<file path="src/rtl/gsd_consts.vh">
`ifndef GSD_CONSTS_VH
`define GSD_CONSTS_VH

// ****************************************
// Doubleword 0 fields
// ****************************************
`define GSD_CLASS_MSB      4
`define GSD_CLASS_LSB      0
`define GSD_CLASS_MEM      5'h02
`define GSD_SUBOP_MSB      10
`define GSD_SUBOP_LSB      8
`define GSD_SUBOP_SHARED   3'h4
`define GSD_SUBOP_TESS     3'h5
`define GSD_SRC_MSB        17
`define GSD_SRC_LSB        11
`define GSD_SRM_MSB        19
`define GSD_SRM_LSB        18
`define GSD_SELX_LSB       20
`define GSD_SELY_LSB       23
`define GSD_SELZ_LSB       26

// ****************************************
// Doubleword 1 fields
// ****************************************
`define GSD_DST_MSB        6
`define GSD_DST_LSB        0
`define GSD_DRM_MSB        8
`define GSD_DRM_LSB        7
`define GSD_OP_MSB         14
`define GSD_OP_LSB         9
`define GSD_OFS_MSB        22
`define GSD_OFS_LSB        16
`define GSD_BCAST_BIT      31

// ****************************************
// Encodings
// ****************************************
`define GSD_NO_OFFSET_MODE       2'h0
`define GSD_LOOP_INDEX_OFFSET_MODE       2'h1
`define GSD_REL_ABS        2'h2
`define GSD_SEL_X          3'h0
`define GSD_SEL_Y          3'h1
`define GSD_SEL_Z          3'h2
`define GSD_SEL_W          3'h3
`define GSD_SEL_ZERO       3'h4
`define GSD_SEL_ONE        3'h5
`define GSD_FLOAT_ONE      32'h3f800000
`define GSD_SCALE_SHIFT    6

`define GSD_OP_ADD         6'h00
`define GSD_OP_SUB         6'h01
`define GSD_OP_RSUB        6'h02
`define GSD_OP_INC         6'h03
`define GSD_OP_DEC         6'h04
`define GSD_OP_MIN_S       6'h05
`define GSD_OP_MAX_S       6'h06
`define GSD_OP_MIN_U       6'h07
`define GSD_OP_MAX_U       6'h08
`define GSD_OP_AND         6'h09
`define GSD_OP_OR          6'h0a
`define GSD_OP_XOR         6'h0b
`define GSD_OP_MSKOR       6'h0c
`define GSD_OP_WRITE       6'h0d
`define GSD_OP_WREL        6'h0e
`define GSD_OP_W2          6'h0f
`define GSD_OP_CMP         6'h10
`define GSD_OP_CMP_SPF     6'h11
`define GSD_OP_BYTE        6'h12

`endif

</file>
<file path="src/rtl/gsd_atomic_alu.v">
`timescale 1ns/1ps
`include "gsd_consts.vh"

// ****************************************
// Atomic read-modify-write arithmetic
// ****************************************
module gsd_atomic_alu #(
  parameter DATA_W = 32
) (
  // Operands
  input  wire [5:0]        op_i,
  input  wire [DATA_W-1:0] mem_i,
  input  wire [DATA_W-1:0] src_i,
  input  wire [DATA_W-1:0] aux_i,
  // Result
  output reg  [DATA_W-1:0] res_o,
  output reg               wr_o
);

  wire signed [DATA_W-1:0] mem_s = mem_i;
  wire signed [DATA_W-1:0] src_s = src_i;

  always @* begin
    res_o = mem_i;
    wr_o  = 1'b1;
    case (op_i)
      `GSD_OP_ADD:  res_o = mem_i + src_i;
      `GSD_OP_SUB:  res_o = mem_i - src_i;
      `GSD_OP_RSUB: res_o = src_i - mem_i;
      `GSD_OP_INC:  res_o = (mem_i >= src_i) ? {DATA_W{1'b0}} : mem_i + {{(DATA_W-1){1'b0}}, 1'b1};
      `GSD_OP_DEC:  res_o = ((mem_i == {DATA_W{1'b0}}) || (mem_i > src_i)) ? src_i :
                            mem_i - {{(DATA_W-1){1'b0}}, 1'b1};
      `GSD_OP_MIN_S: res_o = (mem_s < src_s) ? mem_i : src_i;
      `GSD_OP_MAX_S: res_o = (mem_s > src_s) ? mem_i : src_i;
      `GSD_OP_MIN_U: res_o = (mem_i < src_i) ? mem_i : src_i;
      `GSD_OP_MAX_U: res_o = (mem_i > src_i) ? mem_i : src_i;
      `GSD_OP_AND:  res_o = mem_i & src_i;
      `GSD_OP_OR:   res_o = mem_i | src_i;
      `GSD_OP_XOR:  res_o = mem_i ^ src_i;
      `GSD_OP_MSKOR: res_o = (mem_i & ~aux_i) | src_i;
      `GSD_OP_WRITE, `GSD_OP_WREL, `GSD_OP_W2: res_o = src_i;
      `GSD_OP_BYTE: res_o = {{(DATA_W-8){1'b0}}, src_i[7:0]};
      `GSD_OP_CMP, `GSD_OP_CMP_SPF: begin
        res_o = src_i;
        wr_o  = (mem_i == aux_i);
      end
      default: wr_o = 1'b0;
    endcase
  end

endmodule // gsd_atomic_alu

</file>
<file path="src/rtl/gsd_decode.v">
`timescale 1ns/1ps
`include "gsd_consts.vh"

// What this block does
// - Class field must equal memory class 2
// - Sub-opcode 4 shared, 5 tessellation write
// - Source index names write data register
// - Source mode: none, loop offset, absolute
// - Lane selectors pick XYZW, 0.0, 1.0
// - Result index receives returned data lanes
// - Result mode encodes like source mode
// - Opcode selects atomic, ignored for tessellation
// - Ops 0-2 add, subtract, reverse subtract
// - Op 3 wrapping increment against source
// - Op 4 wrapping decrement loading source
// - Ops 5-8 signed, unsigned min/max
// - Ops 9-11 AND, OR, XOR
// - Op 12 clear masked bits, OR source
// - Op 13 unconditional write
// - Op 14 second word at pair offset
// - Op 15 second word at 64x offset
// - Ops 16,17 compare and store
// - Op 18 stores low byte, upper bytes zeroed
// - Dword 1 bits 22:16 give offset
// - Broadcast: first active pixel only
module gsd_decode #(
  parameter DATA_W  = 32,
  parameter ADDR_W  = 10,
  parameter PIXELS  = 4
) (
  // Clock and reset
  input  wire                clock_i,
  input  wire                reset_i,
  // Instruction issue
  input  wire                issue_valid_i,
  input  wire [31:0]         issue_word0_i,
  input  wire [31:0]         issue_word1_i,
  input  wire                shared_clause_issue_i,
  // Issue context
  input  wire [6:0]          loop_index_i,
  input  wire [6:0]          thread_base_i,
  input  wire [ADDR_W-1:0]   base_addr_i,
  input  wire [ADDR_W-1:0]   pair_index_offset_i,
  input  wire [PIXELS-1:0]   active_mask_i,
  // Source register file read data
  input  wire [4*DATA_W-1:0] src_data_i,
  // Shared memory read data
  input  wire [DATA_W-1:0]   mem_rdata_i,
  // Register addresses
  output reg  [6:0]          src_addr_o,
  output reg  [6:0]          dst_addr_o,
  // Decoded status
  output reg                 tess_factor_store_o,
  output reg                 illegal_o,
  output reg  [PIXELS-1:0]   pixel_mask_o,
  output reg                 broadcast_o,
  // Tessellation write data
  output reg  [DATA_W-1:0]   tess_index_o,
  output reg  [DATA_W-1:0]   tess_lod_o,
  // Shared memory port
  output reg  [ADDR_W-1:0]   mem_addr_o,
  output reg                 mem_rd_o,
  output reg                 mem_we_o,
  output reg  [DATA_W-1:0]   mem_wdata_o,
  // Progress
  output reg                 busy_o,
  output reg                 done_o
);

  // ****************************************
  // Functions
  // ****************************************
  // Lane code to lane value
  function [DATA_W-1:0] lane_pick;
    input [2:0]          sel;
    input [4*DATA_W-1:0] vec;
    begin
      case (sel)
        `GSD_SEL_X:    lane_pick = vec[DATA_W-1:0];
        `GSD_SEL_Y:    lane_pick = vec[2*DATA_W-1:DATA_W];
        `GSD_SEL_Z:    lane_pick = vec[3*DATA_W-1:2*DATA_W];
        `GSD_SEL_W:    lane_pick = vec[4*DATA_W-1:3*DATA_W];
        `GSD_SEL_ZERO: lane_pick = {DATA_W{1'b0}};
        `GSD_SEL_ONE:  lane_pick = `GSD_FLOAT_ONE;
        default: lane_pick = {DATA_W{1'b0}};
      endcase
    end
  endfunction

  // Register index wraps at 128, mode 3 acts as mode 0
  function [6:0] rel_addr;
    input [6:0] idx;
    input [1:0] mode;
    input [6:0] loop_idx;
    input [6:0] base;
    reg   [8:0] sum;
    begin
      case (mode)
        `GSD_LOOP_INDEX_OFFSET_MODE: sum = {2'b00, idx} + {2'b00, loop_idx} + {2'b00, base};
        `GSD_REL_ABS:  sum = {2'b00, idx};
        default:       sum = {2'b00, idx} + {2'b00, base};
      endcase
      rel_addr = sum[6:0];
    end
  endfunction

  function sel_bad;
    input [2:0] sel;
    begin
      sel_bad = (sel > `GSD_SEL_ONE);
    end
  endfunction

  // ****************************************
  // Field extraction
  // ****************************************
  // Doubleword 0
  wire [4:0] class_f   = issue_word0_i[`GSD_CLASS_MSB:`GSD_CLASS_LSB];
  wire [2:0] subop_f   = issue_word0_i[`GSD_SUBOP_MSB:`GSD_SUBOP_LSB];
  wire [6:0] src_f     = issue_word0_i[`GSD_SRC_MSB:`GSD_SRC_LSB];
  wire [1:0] srm_f     = issue_word0_i[`GSD_SRM_MSB:`GSD_SRM_LSB];
  wire [2:0] selx_f    = issue_word0_i[`GSD_SELX_LSB+2:`GSD_SELX_LSB];
  wire [2:0] sely_f    = issue_word0_i[`GSD_SELY_LSB+2:`GSD_SELY_LSB];
  wire [2:0] selz_f    = issue_word0_i[`GSD_SELZ_LSB+2:`GSD_SELZ_LSB];

  // Doubleword 1
  wire [6:0] dst_f     = issue_word1_i[`GSD_DST_MSB:`GSD_DST_LSB];
  wire [1:0] drm_f     = issue_word1_i[`GSD_DRM_MSB:`GSD_DRM_LSB];
  wire [5:0] op_f      = issue_word1_i[`GSD_OP_MSB:`GSD_OP_LSB];
  wire [6:0] ofs_f     = issue_word1_i[`GSD_OFS_MSB:`GSD_OFS_LSB];
  wire       bcast_f   = issue_word1_i[`GSD_BCAST_BIT];

  // ****************************************
  // Legality checks
  // ****************************************
  // class check
  wire class_ok = (class_f == `GSD_CLASS_MEM);
  // sub-opcode check, must agree with issue
  wire is_shared = (subop_f == `GSD_SUBOP_SHARED);
  wire is_tess   = (subop_f == `GSD_SUBOP_TESS);
  wire subop_ok  = (is_shared | is_tess) & shared_clause_issue_i;
  wire sel_ok    = ~sel_bad(selx_f) &
                   ~sel_bad(sely_f) &
                   ~sel_bad(selz_f);
  wire illegal   = ~(class_ok & subop_ok & sel_ok);

  // ****************************************
  // State machine
  // ****************************************
  localparam [3:0] ST_IDLE  = 4'h1;
  localparam [3:0] ST_READ  = 4'h2;
  localparam [3:0] ST_WRITE = 4'h4;
  localparam [3:0] ST_PAIR  = 4'h8;

  reg [3:0]        state_reg;
  reg [3:0]        state_next;
  reg [5:0]        op_reg;
  reg [DATA_W-1:0] op_a_reg;
  reg [DATA_W-1:0] op_b_reg;
  reg [DATA_W-1:0] op_c_reg;
  reg [ADDR_W-1:0] addr_reg;

  // ****************************************
  // Atomic arithmetic
  // ****************************************
  wire [DATA_W-1:0] alu_res;
  wire              alu_wr;

  gsd_atomic_alu #(
    .DATA_W (DATA_W)
  ) u_alu (
    .op_i  (op_reg),
    .mem_i (mem_rdata_i),
    .src_i (op_b_reg),
    .aux_i (op_a_reg),
    .res_o (alu_res),
    .wr_o  (alu_wr)
  );

  // ****************************************
  // Operand and address selection
  // ****************************************
  // Masked-or and compare: X is mask or compare, Z is source
  wire two_src_op = (op_f == `GSD_OP_MSKOR) ||
                    (op_f == `GSD_OP_CMP) ||
                    (op_f == `GSD_OP_CMP_SPF);
  wire pair_op    = (op_f == `GSD_OP_WREL) ||
                    (op_f == `GSD_OP_W2);

  wire [ADDR_W-1:0] word_addr = base_addr_i + {{(ADDR_W-7){1'b0}}, ofs_f};
  wire [ADDR_W-1:0] pair_rel  = pair_index_offset_i;
  wire [ADDR_W-1:0] pair_w2   = pair_index_offset_i << `GSD_SCALE_SHIFT;
  wire [ADDR_W-1:0] pair_step = (op_reg == `GSD_OP_W2) ? pair_w2 : pair_rel;

  wire [DATA_W-1:0] lane_a = lane_pick(selx_f, src_data_i);
  wire [DATA_W-1:0] lane_b = lane_pick(sely_f, src_data_i);
  wire [DATA_W-1:0] lane_c = lane_pick(selz_f, src_data_i);

  // Lowest set bit of the active mask
  // first active pixel only
  wire [PIXELS-1:0] first_active = active_mask_i & (~active_mask_i + {{(PIXELS-1){1'b0}}, 1'b1});

  // ****************************************
  // Next-state logic
  // ****************************************
  // Issues while busy are dropped without a flag
  wire start_ok = issue_valid_i & (state_reg == ST_IDLE) & ~illegal;

  always @* begin
    state_next = state_reg;
    case (state_reg)
      ST_IDLE: begin
        if (start_ok && is_shared)
          state_next = pair_op ? ST_PAIR : ST_READ;
      end
      ST_READ:  state_next = ST_WRITE;
      ST_WRITE: state_next = ST_IDLE;
      ST_PAIR:  state_next = ST_IDLE;
      default:  state_next = ST_IDLE;
    endcase
  end

  // State register
  always @(posedge clock_i or posedge reset_i) begin
    if (reset_i)
      state_reg <= ST_IDLE;
    else
      state_reg <= state_next;
  end

  // Operands held for the read-modify-write
  always @(posedge clock_i or posedge reset_i) begin
    if (reset_i) begin
      op_reg   <= 6'h00;
      op_a_reg <= {DATA_W{1'b0}};
      op_b_reg <= {DATA_W{1'b0}};
      op_c_reg <= {DATA_W{1'b0}};
      addr_reg <= {ADDR_W{1'b0}};
    end else if (start_ok) begin
      // opcode latched on every accepted issue, tessellation included
      op_reg   <= op_f;
      op_a_reg <= two_src_op ? lane_a : lane_b;
      op_b_reg <= two_src_op ? lane_c : lane_a;
      op_c_reg <= lane_b;
      addr_reg <= word_addr;
    end
  end

  // ****************************************
  // Registered outputs
  // ****************************************
  always @(posedge clock_i or posedge reset_i) begin
    if (reset_i) begin
      src_addr_o          <= 7'h00;
      dst_addr_o          <= 7'h00;
      tess_factor_store_o <= 1'b0;
      illegal_o           <= 1'b0;
      pixel_mask_o        <= {PIXELS{1'b0}};
      broadcast_o         <= 1'b0;
      tess_index_o        <= {DATA_W{1'b0}};
      tess_lod_o          <= {DATA_W{1'b0}};
      mem_addr_o          <= {ADDR_W{1'b0}};
      mem_rd_o            <= 1'b0;
      mem_we_o            <= 1'b0;
      mem_wdata_o         <= {DATA_W{1'b0}};
      busy_o              <= 1'b0;
      done_o              <= 1'b0;
    end else begin
      // Pulses default low each cycle
      mem_rd_o            <= 1'b0;
      mem_we_o            <= 1'b0;
      done_o              <= 1'b0;
      tess_factor_store_o <= 1'b0;
      illegal_o           <= 1'b0;
      case (state_reg)
        ST_IDLE: begin
          if (issue_valid_i) begin
            illegal_o  <= illegal;
            src_addr_o <= rel_addr(src_f, srm_f, loop_index_i, thread_base_i);
          end
          if (start_ok) begin
            dst_addr_o   <= rel_addr(dst_f, drm_f, loop_index_i, thread_base_i);
            broadcast_o  <= bcast_f;
            pixel_mask_o <= bcast_f ? first_active : active_mask_i;
            if (is_tess) begin
              tess_factor_store_o <= 1'b1;
              tess_index_o        <= lane_pick(`GSD_SEL_X, src_data_i);
              tess_lod_o          <= lane_pick(`GSD_SEL_Y, src_data_i);
              done_o              <= 1'b1;
            end else if (pair_op) begin
              mem_addr_o  <= word_addr;
              mem_wdata_o <= lane_a;
              mem_we_o    <= 1'b1;
              busy_o      <= 1'b1;
            end else begin
              mem_addr_o <= word_addr;
              mem_rd_o   <= 1'b1;
              busy_o     <= 1'b1;
            end
          end
        end
        ST_READ: begin
          // Address held while memory answers
          mem_addr_o <= addr_reg;
        end
        ST_WRITE: begin
          mem_addr_o  <= addr_reg;
          mem_wdata_o <= alu_res;
          mem_we_o    <= alu_wr;
          busy_o      <= 1'b0;
          done_o      <= 1'b1;
        end
        ST_PAIR: begin
          mem_addr_o  <= addr_reg + pair_step;
          mem_wdata_o <= op_c_reg;
          mem_we_o    <= 1'b1;
          busy_o      <= 1'b0;
          done_o      <= 1'b1;
        end
        default: busy_o <= 1'b0;
      endcase
    end
  end

endmodule // gsd_decode

</file>
<file path="config.mk">
export PLATFORM = sky130hd
export DESIGN_NAME = gsd_decode
export DESIGN_NICKNAME = d
export VERILOG_FILES = /design/src/rtl/gsd_atomic_alu.v /design/src/rtl/gsd_decode.v
export VERILOG_INCLUDE_DIRS = /design/src /design/src/rtl
export SDC_FILE = /design/constraint.sdc
export NUM_CORES = 1
export LEC_CHECK = 0
export ABC_AREA = 0
export BUFFER_PORTS_ARGS = -buffer_cell sky130_fd_sc_hd__buf_4
export CAP_MARGIN = 20
export CORE_UTILIZATION = 30
export DETAILED_ROUTE_END_ITERATION = 10
export PLACE_DENSITY = 0.48
export SETUP_SLACK_MARGIN = 0.05
export SLEW_MARGIN = 20
export SYNTH_ARGS = -nofsm -noshare
export SYNTH_HDL_FRONTEND = slang
export SYNTH_SLANG_ARGS = --single-unit
</file>
<file path="constraint.sdc">
create_clock -name clock_i -period 23.8 [get_ports clock_i]
set_input_delay 2.38 -clock clock_i [delete_from_list [all_inputs] [get_ports clock_i]]
set_output_delay 2.38 -clock clock_i [all_outputs]
set_load 0.05 [all_outputs]
</file>
# == After elaboration in Yosys (flattened, before gate mapping) ==
# Index checks and enable logic that the tools add are counted.
# op_classes
magnitude_cmp,8
n_reduce_logical,23
bitwise,21
muxes,44
n_addsub,14
eq_ne,51
# ops
op,count
case mux 32 bit (15 select lines),1
case mux 32 bit (5 select lines),3
two-way mux 32 bit,11
case mux 32 bit (3 select lines),1
== test 6 x 4 -> 1 bit (second input constant),11
bitwise AND 32 bit,2
> comparator 32 bit,2
< comparator 32 bit,2
OR 32 bit,2
subtractor 32 bit,2
adder 7 bit,6
adder 32 x 1 -> 32 bit (second input constant),1
adder 32 bit,1
== test 32 bit,1
greater-or-equal comparator 32 bit,1
zero test 32 bit,1
inverter 32 bit,1
subtractor 32 x 1 -> 32 bit (second input constant),1
XOR 32 bit,1
== test 6 x 5 -> 1 bit (second input constant),5
two-way mux 10 bit,3
case mux 10 bit (3 select lines),1
case mux 7 bit (2 select lines),2
== test 6 x 3 -> 1 bit (second input constant),4
39 further kinds,95
# totals
regBits,247
elab_cells,181
input_bits,266

# == Longest topological paths before layout ==
# Gate-level depths: netlist of the first run.
# depth
word_depth,9
ltp_mapped,20

# == Modules after synthesis ==
# A second synthesis of the first run with hierarchy kept.
# hier_totals
cells_unflattened,3130
hier_area_um2,24938.9
# by_module_without_submodules
mod,area_each_um2,cells_each,instances,seq_area_each_um2
gsd_decode,15170.8,1571,1,6182.2
gsd_atomic_alu,9768.1,1559,1,0.0

# == Worst setup path before layout of the first run ==
# Ideal clock, no wire load.
# synth_timing
path_type,input -> register
start,in mem_rdata_i[13]
end,reg mem_wdata_o[29]
n_path_buf,2
path_stages,19
t_arrival_ns,6.433
setup_slack_ns,17.241
setup_time_ns,0.126
cell_sequence,clkbuf_1 > nor4_1 > nand4b_1 > nor3_1 > nand3_1 > inv_1 > nor2_1 > xnor2_1 > ha_1 > clkbuf_1 > nand3_1 > or4_1 > nand2_1 > mux2i_1 > a2111oi_0 > o211ai_1 > a211oi_1 > o2bb2ai_1 > a2bb2oi_1
# synth_via
elab_chain_len,5
word_cells_on_any_way,20
cone_classes,5 x add/sub; 5 x order compare; 8 x mux; 2 x reduce/logical
# synth_lines
item,line,rtl
"start, declared",gsd_decode.v:48,"input wire [DATA_W-1:0] mem_rdata_i,"
> comparator 32 bit / zero test 32 bit (equally long branches),"gsd_atomic_alu.v:31, gsd_atomic_alu.v:36",
logical OR 1 bit,gsd_atomic_alu.v:31,`GSD_OP_DEC: res_o = ((mem_i == {DATA_W{1'b0}}) || (mem_i > src_i)) ? src_i :
two-way mux 32 bit,gsd_atomic_alu.v:31,
case mux 32 bit (15 select lines) (*),gsd_atomic_alu.v:26,case (op_i)
case mux 32 bit (3 select lines) (*),gsd_decode.v:275,case (state_reg)
"end signal, assigned",gsd_decode.v:265,mem_wdata_o <= {DATA_W{1'b0}};
"end signal, assigned",gsd_decode.v:292,mem_wdata_o <= lane_a;
"end signal, assigned",gsd_decode.v:308,mem_wdata_o <= alu_res;
"end, declared",gsd_decode.v:64,"output reg [DATA_W-1:0] mem_wdata_o,"
# Mark *: on every way between the ends. The rest lies on a longest branch, timed or not.
# A chain may end at the register's enable or synchronous reset.

# == Worst setup path in the final report of the first run ==
# layout_timing
start,in mem_rdata_i[9]
end,reg mem_wdata_o[23]
# The elaborated chain is that of the path after synthesis.

==> results of run 1 <==
==> final timing paths <==
check                      slack, ns           start              end
max                            16.51  mem_rdata_i[9]  mem_wdata_o[23]
min                             0.48     op_c_reg[5]      op_c_reg[5]
max reg2reg                    18.30       op_reg[4]  mem_wdata_o[23]
min reg2reg                     0.48     op_c_reg[5]      op_c_reg[5]
max in group asynchronous      19.77         reset_i  tess_index_o[1]
min in group asynchronous       1.90         reset_i    src_addr_o[0]
==> final cells by class <==
| class | count | area, sq um |
|---|---|---|
| flip-flops and latches | 247 | 6180 |
| clock buffers | 46 | 998 |
| diodes | 6 | 15.0 |
| fillers | 8107 | 49300 |
| inverters | 122 | 465 |
| clock inverters | 16 | 211 |
| repair buffers | 422 | 3190 |
| multi-input cells | 2341 | 16400 |
| well taps | 1040 | 1300 |
==> metrics by stage <==
step | setup slack, ns | std cells
global placement | 16.34 | 4171
CTS | 16.79 | 4233
detailed placement | 16.25 | 4171
global route | 16.24 | 4239
floorplan | 14.64 | 2939
finish | 16.51 | 4240
==> critical path, cell delays in order <==
cell                        delay, ns
sky130_fd_sc_hd__buf_4           0.17
sky130_fd_sc_hd__nor4_1          0.66
sky130_fd_sc_hd__nand4b_1        0.39
sky130_fd_sc_hd__nand2b_1        0.37
sky130_fd_sc_hd__or4_1           0.49
sky130_fd_sc_hd__nand2_1         0.10
sky130_fd_sc_hd__xor2_1          0.18
sky130_fd_sc_hd__ha_1            0.34
sky130_fd_sc_hd__inv_1           0.18
sky130_fd_sc_hd__nor3_1          0.07
sky130_fd_sc_hd__a21oi_1         0.13
sky130_fd_sc_hd__nor2_1          0.12
sky130_fd_sc_hd__a2111oi_0       0.99
sky130_fd_sc_hd__o311ai_0        0.34
sky130_fd_sc_hd__a221o_1         0.36
sky130_fd_sc_hd__o41a_1          0.41
==> placed cells by master, fill, tap and decap left out, types with 20 or more instances in the layout <==
master and count:
sky130_fd_sc_hd__a21oi_1 211, sky130_fd_sc_hd__nand2_1 282, sky130_fd_sc_hd__nor2b_1 34, sky130_fd_sc_hd__a21o_1 41, sky130_fd_sc_hd__mux4_2 26, sky130_fd_sc_hd__mux2_2 88, sky130_fd_sc_hd__buf_4 421, sky130_fd_sc_hd__o22ai_1 34
sky130_fd_sc_hd__nor3_1 54, sky130_fd_sc_hd__a221oi_1 50, sky130_fd_sc_hd__xnor2_1 86, sky130_fd_sc_hd__nand3_1 84, sky130_fd_sc_hd__xor2_1 40, sky130_fd_sc_hd__inv_1 121, sky130_fd_sc_hd__a22oi_1 94, sky130_fd_sc_hd__clkbuf_16 36
sky130_fd_sc_hd__o21bai_1 22, sky130_fd_sc_hd__o211ai_1 27, sky130_fd_sc_hd__a211oi_1 33, sky130_fd_sc_hd__a32oi_1 22, sky130_fd_sc_hd__a22o_1 28, sky130_fd_sc_hd__dfrtp_1 246, sky130_fd_sc_hd__a2111oi_0 20, sky130_fd_sc_hd__nor2_1 212
sky130_fd_sc_hd__o21ai_0 281, sky130_fd_sc_hd__nand2b_1 30, sky130_fd_sc_hd__a31oi_1 35, sky130_fd_sc_hd__ha_1 171, sky130_fd_sc_hd__nand4_1 28, sky130_fd_sc_hd__fa_1 20
==> kinds of logic after synthesis <==
| logic type | Yosys count |
|---|---|
| buffers and inverters | 351 |
| adder cells (fa/ha/maj) | 191 |
| flip-flops | 247 |
| XOR/XNOR | 126 |
| AND/OR/NAND/NOR | 853 |
| AO/OA/AOI/OAI | 1042 |
| multiplexers | 129 |
==> power breakdown <==
| part | switching, mW | internal, mW |
|---|---|---|
| Sequential | 0.0116 | 0.431 |
| Clock | 0.226 | 0.340 |
| Combinational | 0.216 | 0.134 |
| Total | 0.453 | 0.905 |
==> routing by layer <==
| metal | vias up | GRT usage, % |
|---|---|---|
| li1 | 11400 | - |
| met1 | 12300 | 38.0 |
| met2 | 1186 | 39.1 |
| met3 | 141 | 5.42 |
| met4 | 4 | 6.01 |
| met5 | - | 0 |
==> flow_summary.ini, run 1 <==
[detailed_routing]
detailedRoute.firstPassIterationCount = 6
route.met3.wl_um = 9950
wl_met2_um = 47200
wl_met1_um = 49500
drt_iter0_markers = 2950
wl_per_cell_um = 25.7
via_count = 25000
postRouteAntennaNets = 0
routed_wl_um = 109000
top_layer = met5
viasPerCell = 5.90
drc = 0

[worst_setup_path]
timing.setup.critical_path_class = primary input to register
timing.critical_path.arrival_ns = 7.72
critical_path_required_ns = 24.23
worstRegToRegCells = 13
worstSetupStartpointType = primary input
path_max_fanout = 12
worstSetupEndpointType = register

[run]
maxCapViolations = 0

[logic_synthesis]
yosys.cell_types.count = 89
postSynth.topFlopCell = sky130_fd_sc_hd__dfrtp_1
synth_compound_area_share_pct = 28.8
synthArstFlopShare_pct = 100
ys_top_cells_by_area = sky130_fd_sc_hd__dfrtp_1 (26%), sky130_fd_sc_hd__ha_1 (9.0%), sky130_fd_sc_hd__o21ai_0 (5.9%), sky130_fd_sc_hd__nand2_1 (4.5%), sky130_fd_sc_hd__a21oi_1 (4.5%)
yosysMostFrequentCell = sky130_fd_sc_hd__nand2_1
synthesis.area_sq_um = 23800
number_of_synthesized_register_bits = 247
post-synth-top-area-fraction_pct = 25.9
synth.area.mux_share_pct = 7.26
synthDominantAreaCellType = sky130_fd_sc_hd__dfrtp_1
synth_fa_ha_area_share_pct = 10.7
synthesis.instances = 2939
synth_enable_flop_cells = 0
netlist_top_cells_count = sky130_fd_sc_hd__nand2_1 (283), sky130_fd_sc_hd__o21ai_0 (282), sky130_fd_sc_hd__dfrtp_1 (246)
syn-num-nets = 3396
synth-xor-area-share_pct = 4.64
synth_seq_area_share_pct = 26.0
synth_top_family_by_area = compound AO/OA/AOI/OAI gates
yosys_warnings = 0
synth_simple_gate_area_share_pct = 16.9
postSynthAreaPerCell_sq_um = 8.10

[clock_network]
tritoncts_buffers = 35
post_cts_hold_buffers = 0
clock_path_buffers = 3
clkSlewWorstSetupHoldPaths_ns = 0.07
post_cts.repair.setup_buffers = 0
tritoncts = yes
tritoncts_num_sinks = 247
clockRootBuffer = sky130_fd_sc_hd__clkbuf_16
cts-resized-gates = 0
cts_htree_levels = 2
insertion_delay_ns = 0.57

[power_and_ir_drop]
power.density_cell_area_nw_per_um2 = 47.3
power_leakage_nw = 12.6
vdd_drop_max_v = 0.0000416
totalPowerFinal_mw = 1.36

[finish]
finish.net_count = 3626
area.growth.synth_to_final_pct = 20.7
ratio_of_cells_with_drive_above_1_in_the_final_layout_pct = 19.9
final_util_pct = 36.8
final_design_area_no_fill_sq_um = 28700

[timing]
finalClockSkew_ns = 0.0257
accumulated_negative_setup_slack_ns = 0
rsz_0062_raised_after_global_routing = false
finalHoldViolations = 0
clock.fmax_mhz = 137
hold_slack_ns = 0.477
final-max-slew-violation-count = 0
period_share_pct = 30.7
worst_slew_pin_slew_ns = 1.19
slew_headroom_pct = 18.5
final_period_minus_worst_setup_slack_ns = 7.29
setup_viol_count_final = 0

[global_routing]
grt_pass1_wl_um = 161000
antenna_violations_before_repair = 7
track_usage_pct = 26.1
largest_net_degree_at_the_start_of_global_routing = 101
vias_in_the_first_global_route = 23800
grt_remaining_overflow = 0

[placed_design]
dpl_cell_area_sq_um = 27500
hpwl_um = 82900
place.gp.congestion = 0.986
buffer_ports.inserted = 381

[floorplan]
die_x_um = 284
die_area_sq_um = 80400
initial_utilization_pct = 30.5
die_height_um = 284
fp-row-count = 102
core_area_sq_um = 78000
i_o_pins = 397

[hold_path]
holdCritPathClass = register to register
worst_hold_path.num_cells = 2

[run_status]
status = finished, final reports clean
Power figures use the tool's default switching activity.
==> inputs of run 2 (changes only) <==
Settings changed: PLACE_DENSITY 0.48 to 0.5.
Clock period 23.8 ns to 6.6 ns, I/O delays scaled along.
==> flow_summary.ini, run 2 (synthesis gave the netlist of run 1 again) <==
[timing]
accumulated_negative_setup_slack_ns = 0
timing.final.ws_setup_ns = 1.58
finalHoldViolations = 0
final_period_minus_worst_setup_slack_ns = 5.02
rsz_0062_raised_after_global_routing = false
final-max-slew-violation-count = 0
period_share_pct = 76.0
finalClockSkew_ns = 0.0335
slew_headroom_pct = 7.46
worst_slew_pin_slew_ns = 1.35
setup_viol_count_final = 0
clock.fmax_mhz = 199

[finish]
multiInputGateArea_sq_um = 16300
area_occupied_by_registers_sq_um = 6180
final_cell_count_no_fill = 4245
layout_common_cells = sky130_fd_sc_hd__buf_4 (431), sky130_fd_sc_hd__nand2_1 (282), sky130_fd_sc_hd__o21ai_0 (282), sky130_fd_sc_hd__dfrtp_1 (246), sky130_fd_sc_hd__nor2_1 (212)
final_design_area_no_fill_sq_um = 28600
layout.filler_cells = 8141
finish.net_count = 3636
final_util_pct = 36.7
ratio_of_cells_with_drive_above_1_in_the_final_layout_pct = 20.0
area.growth.synth_to_final_pct = 20.4
leading_cell_type_in_the_layout_fill_and_taps_excluded = sky130_fd_sc_hd__buf_4

[floorplan]
die_x_um = 284
initial_utilization_pct = 30.5
i_o_pins = 397
die_area_sq_um = 80400
fp-row-count = 102
core_area_sq_um = 78000
die_height_um = 284

[worst_setup_path]
path_max_fanout = 21
path_cells = or4_1 > nor2_1 > buf_4 > nor2_1 > xnor2_1 > ha_1 > o211a_1 > o31a_1 > o221ai_1 > a211o_1 > a31oi_1 > a41oi_1 > o2111ai_1 > o31ai_1 > o31a_1
worst_path_largest_cell_delay_ns = 0.65
crit_family = compound AO/OA/AOI/OAI gates
timing.critical_path.arrival_ns = 5.46
critPathSlowestCell = sky130_fd_sc_hd__or4_1
critical_path.reg2reg.endpoint = mem_wdata_o[31]
worstReg2RegStart = op_reg[4]
crit_cells = 15
critical_path_required_ns = 7.04
timing.setup.critical_path_class = register to register
setup_crit_end = mem_wdata_o[31]
rrSetupSlack_ns = 1.58
crit_start = op_reg[4]
worstPathBufferInverterCount = 1
worstRegToRegCells = 15
worstSetupEndpointType = register
worstSetupStartpointType = register

[clock_network]
clockRootBuffer = sky130_fd_sc_hd__clkbuf_16
post_cts.repair.setup_buffers = 0
post_cts_hold_buffers = 0
tritoncts_num_sinks = 247
tritoncts = yes
clkSlewWorstSetupHoldPaths_ns = 0.06
insertion_delay_ns = 0.58
tritoncts_buffers = 34
clock_path_buffers = 3
cts-resized-gates = 0
cts_htree_levels = 2

[power_and_ir_drop]
comb_power_share_pct = 26.4
power_leakage_nw = 12.6
p_seq_share_pct = 33.8
power_frac_clock_pct = 39.8
netSwitchingFraction_pct = 34.0
power.density_cell_area_nw_per_um2 = 165
internal_power_mw = 3.11
vdd_drop_max_v = 0.000187
power_switching_mw = 1.61

[detailed_routing]
drc = 0
postRouteAntennaNets = 0
viasPerCell = 5.80
via_count = 24600
detailedRoute.firstPassIterationCount = 6
drt_iter0_markers = 2499
routed_wl_um = 106000
wl_per_cell_um = 25.0

[global_routing]
largest_net_degree_at_the_start_of_global_routing = 140
antenna_violations_before_repair = 5
vias_in_the_first_global_route = 23200
grt_remaining_overflow = 0
track_usage_pct = 25.5
grt_pass1_wl_um = 157000

[placed_design]
dpl_cell_area_sq_um = 27600
placed_cells = 4183
buffer_ports.inserted = 381
place_worst_setup_slack_ns = 1.15
place.gp.congestion = 0.988
hpwl_um = 81100

[run]
maxCapViolations = 0

[run_status]
status = finished, final reports clean

[hold_path]
holdCritPathClass = primary input to asynchronous set/reset pin
[run 2: final cells by class]
| class | instances | share of cell area, % |
|---|---|---|
| timing repair buffer | 433 | 11.4 |
| clock inverter | 10 | 0.336 |
| sequential | 247 | 21.6 |
| clock buffer | 50 | 3.43 |
| multi-input combinational | 2341 | 57.0 |
| tap | 1040 | 4.54 |
| antenna | 2 | 0.0175 |
| inverter | 122 | 1.61 |
[run 2: routing by layer]
metal | track usage (%) | vias up | part of all wire, % | wire (um)
li1 | - | 11400 | - | -
met1 | 37.4 | 11900 | 46 | 48700
met2 | 38.6 | 1158 | 43 | 46200
met3 | 5.06 | 119 | 9.0 | 9520
met4 | 4.47 | 4 | 1.7 | 1790
met5 | 0 | - | 0.022 | 23
[run 2: how the worst min path moves through the flow]
stage,startpoint,to,cells after the start
after detailed placement,op_c_reg[25],op_c_reg[25],2
after floorplan,op_c_reg[11],op_c_reg[11],2
after global routing,reset_i,src_addr_o[6],2
after global placement,op_c_reg[25],op_c_reg[25],2
after CTS,reset_i,src_addr_o[6],2
final,reset_i,src_addr_o[6],2
[run 2: power by group through the flow]
stage	logic (mW)	registers, mW	clock network, mW
5_1_grt	1.36	1.60	1.97
3_5_place_dp	1.23	1.62	0
3_3_place_gp	1.23	1.62	0
4_1_cts	1.23	1.59	1.92
2_1_floorplan	0.722	1.65	0
6_report	1.25	1.59	1.88
[run 2: stage by stage]
stage                     hold slack, ns  power (mW)
after floorplan                    0.445        2.37
after global placement             0.457        2.84
after detailed placement           0.465        2.84
after CTS                         0.0670        4.74
after global routing              0.0874        4.92
final                             0.0855        4.72
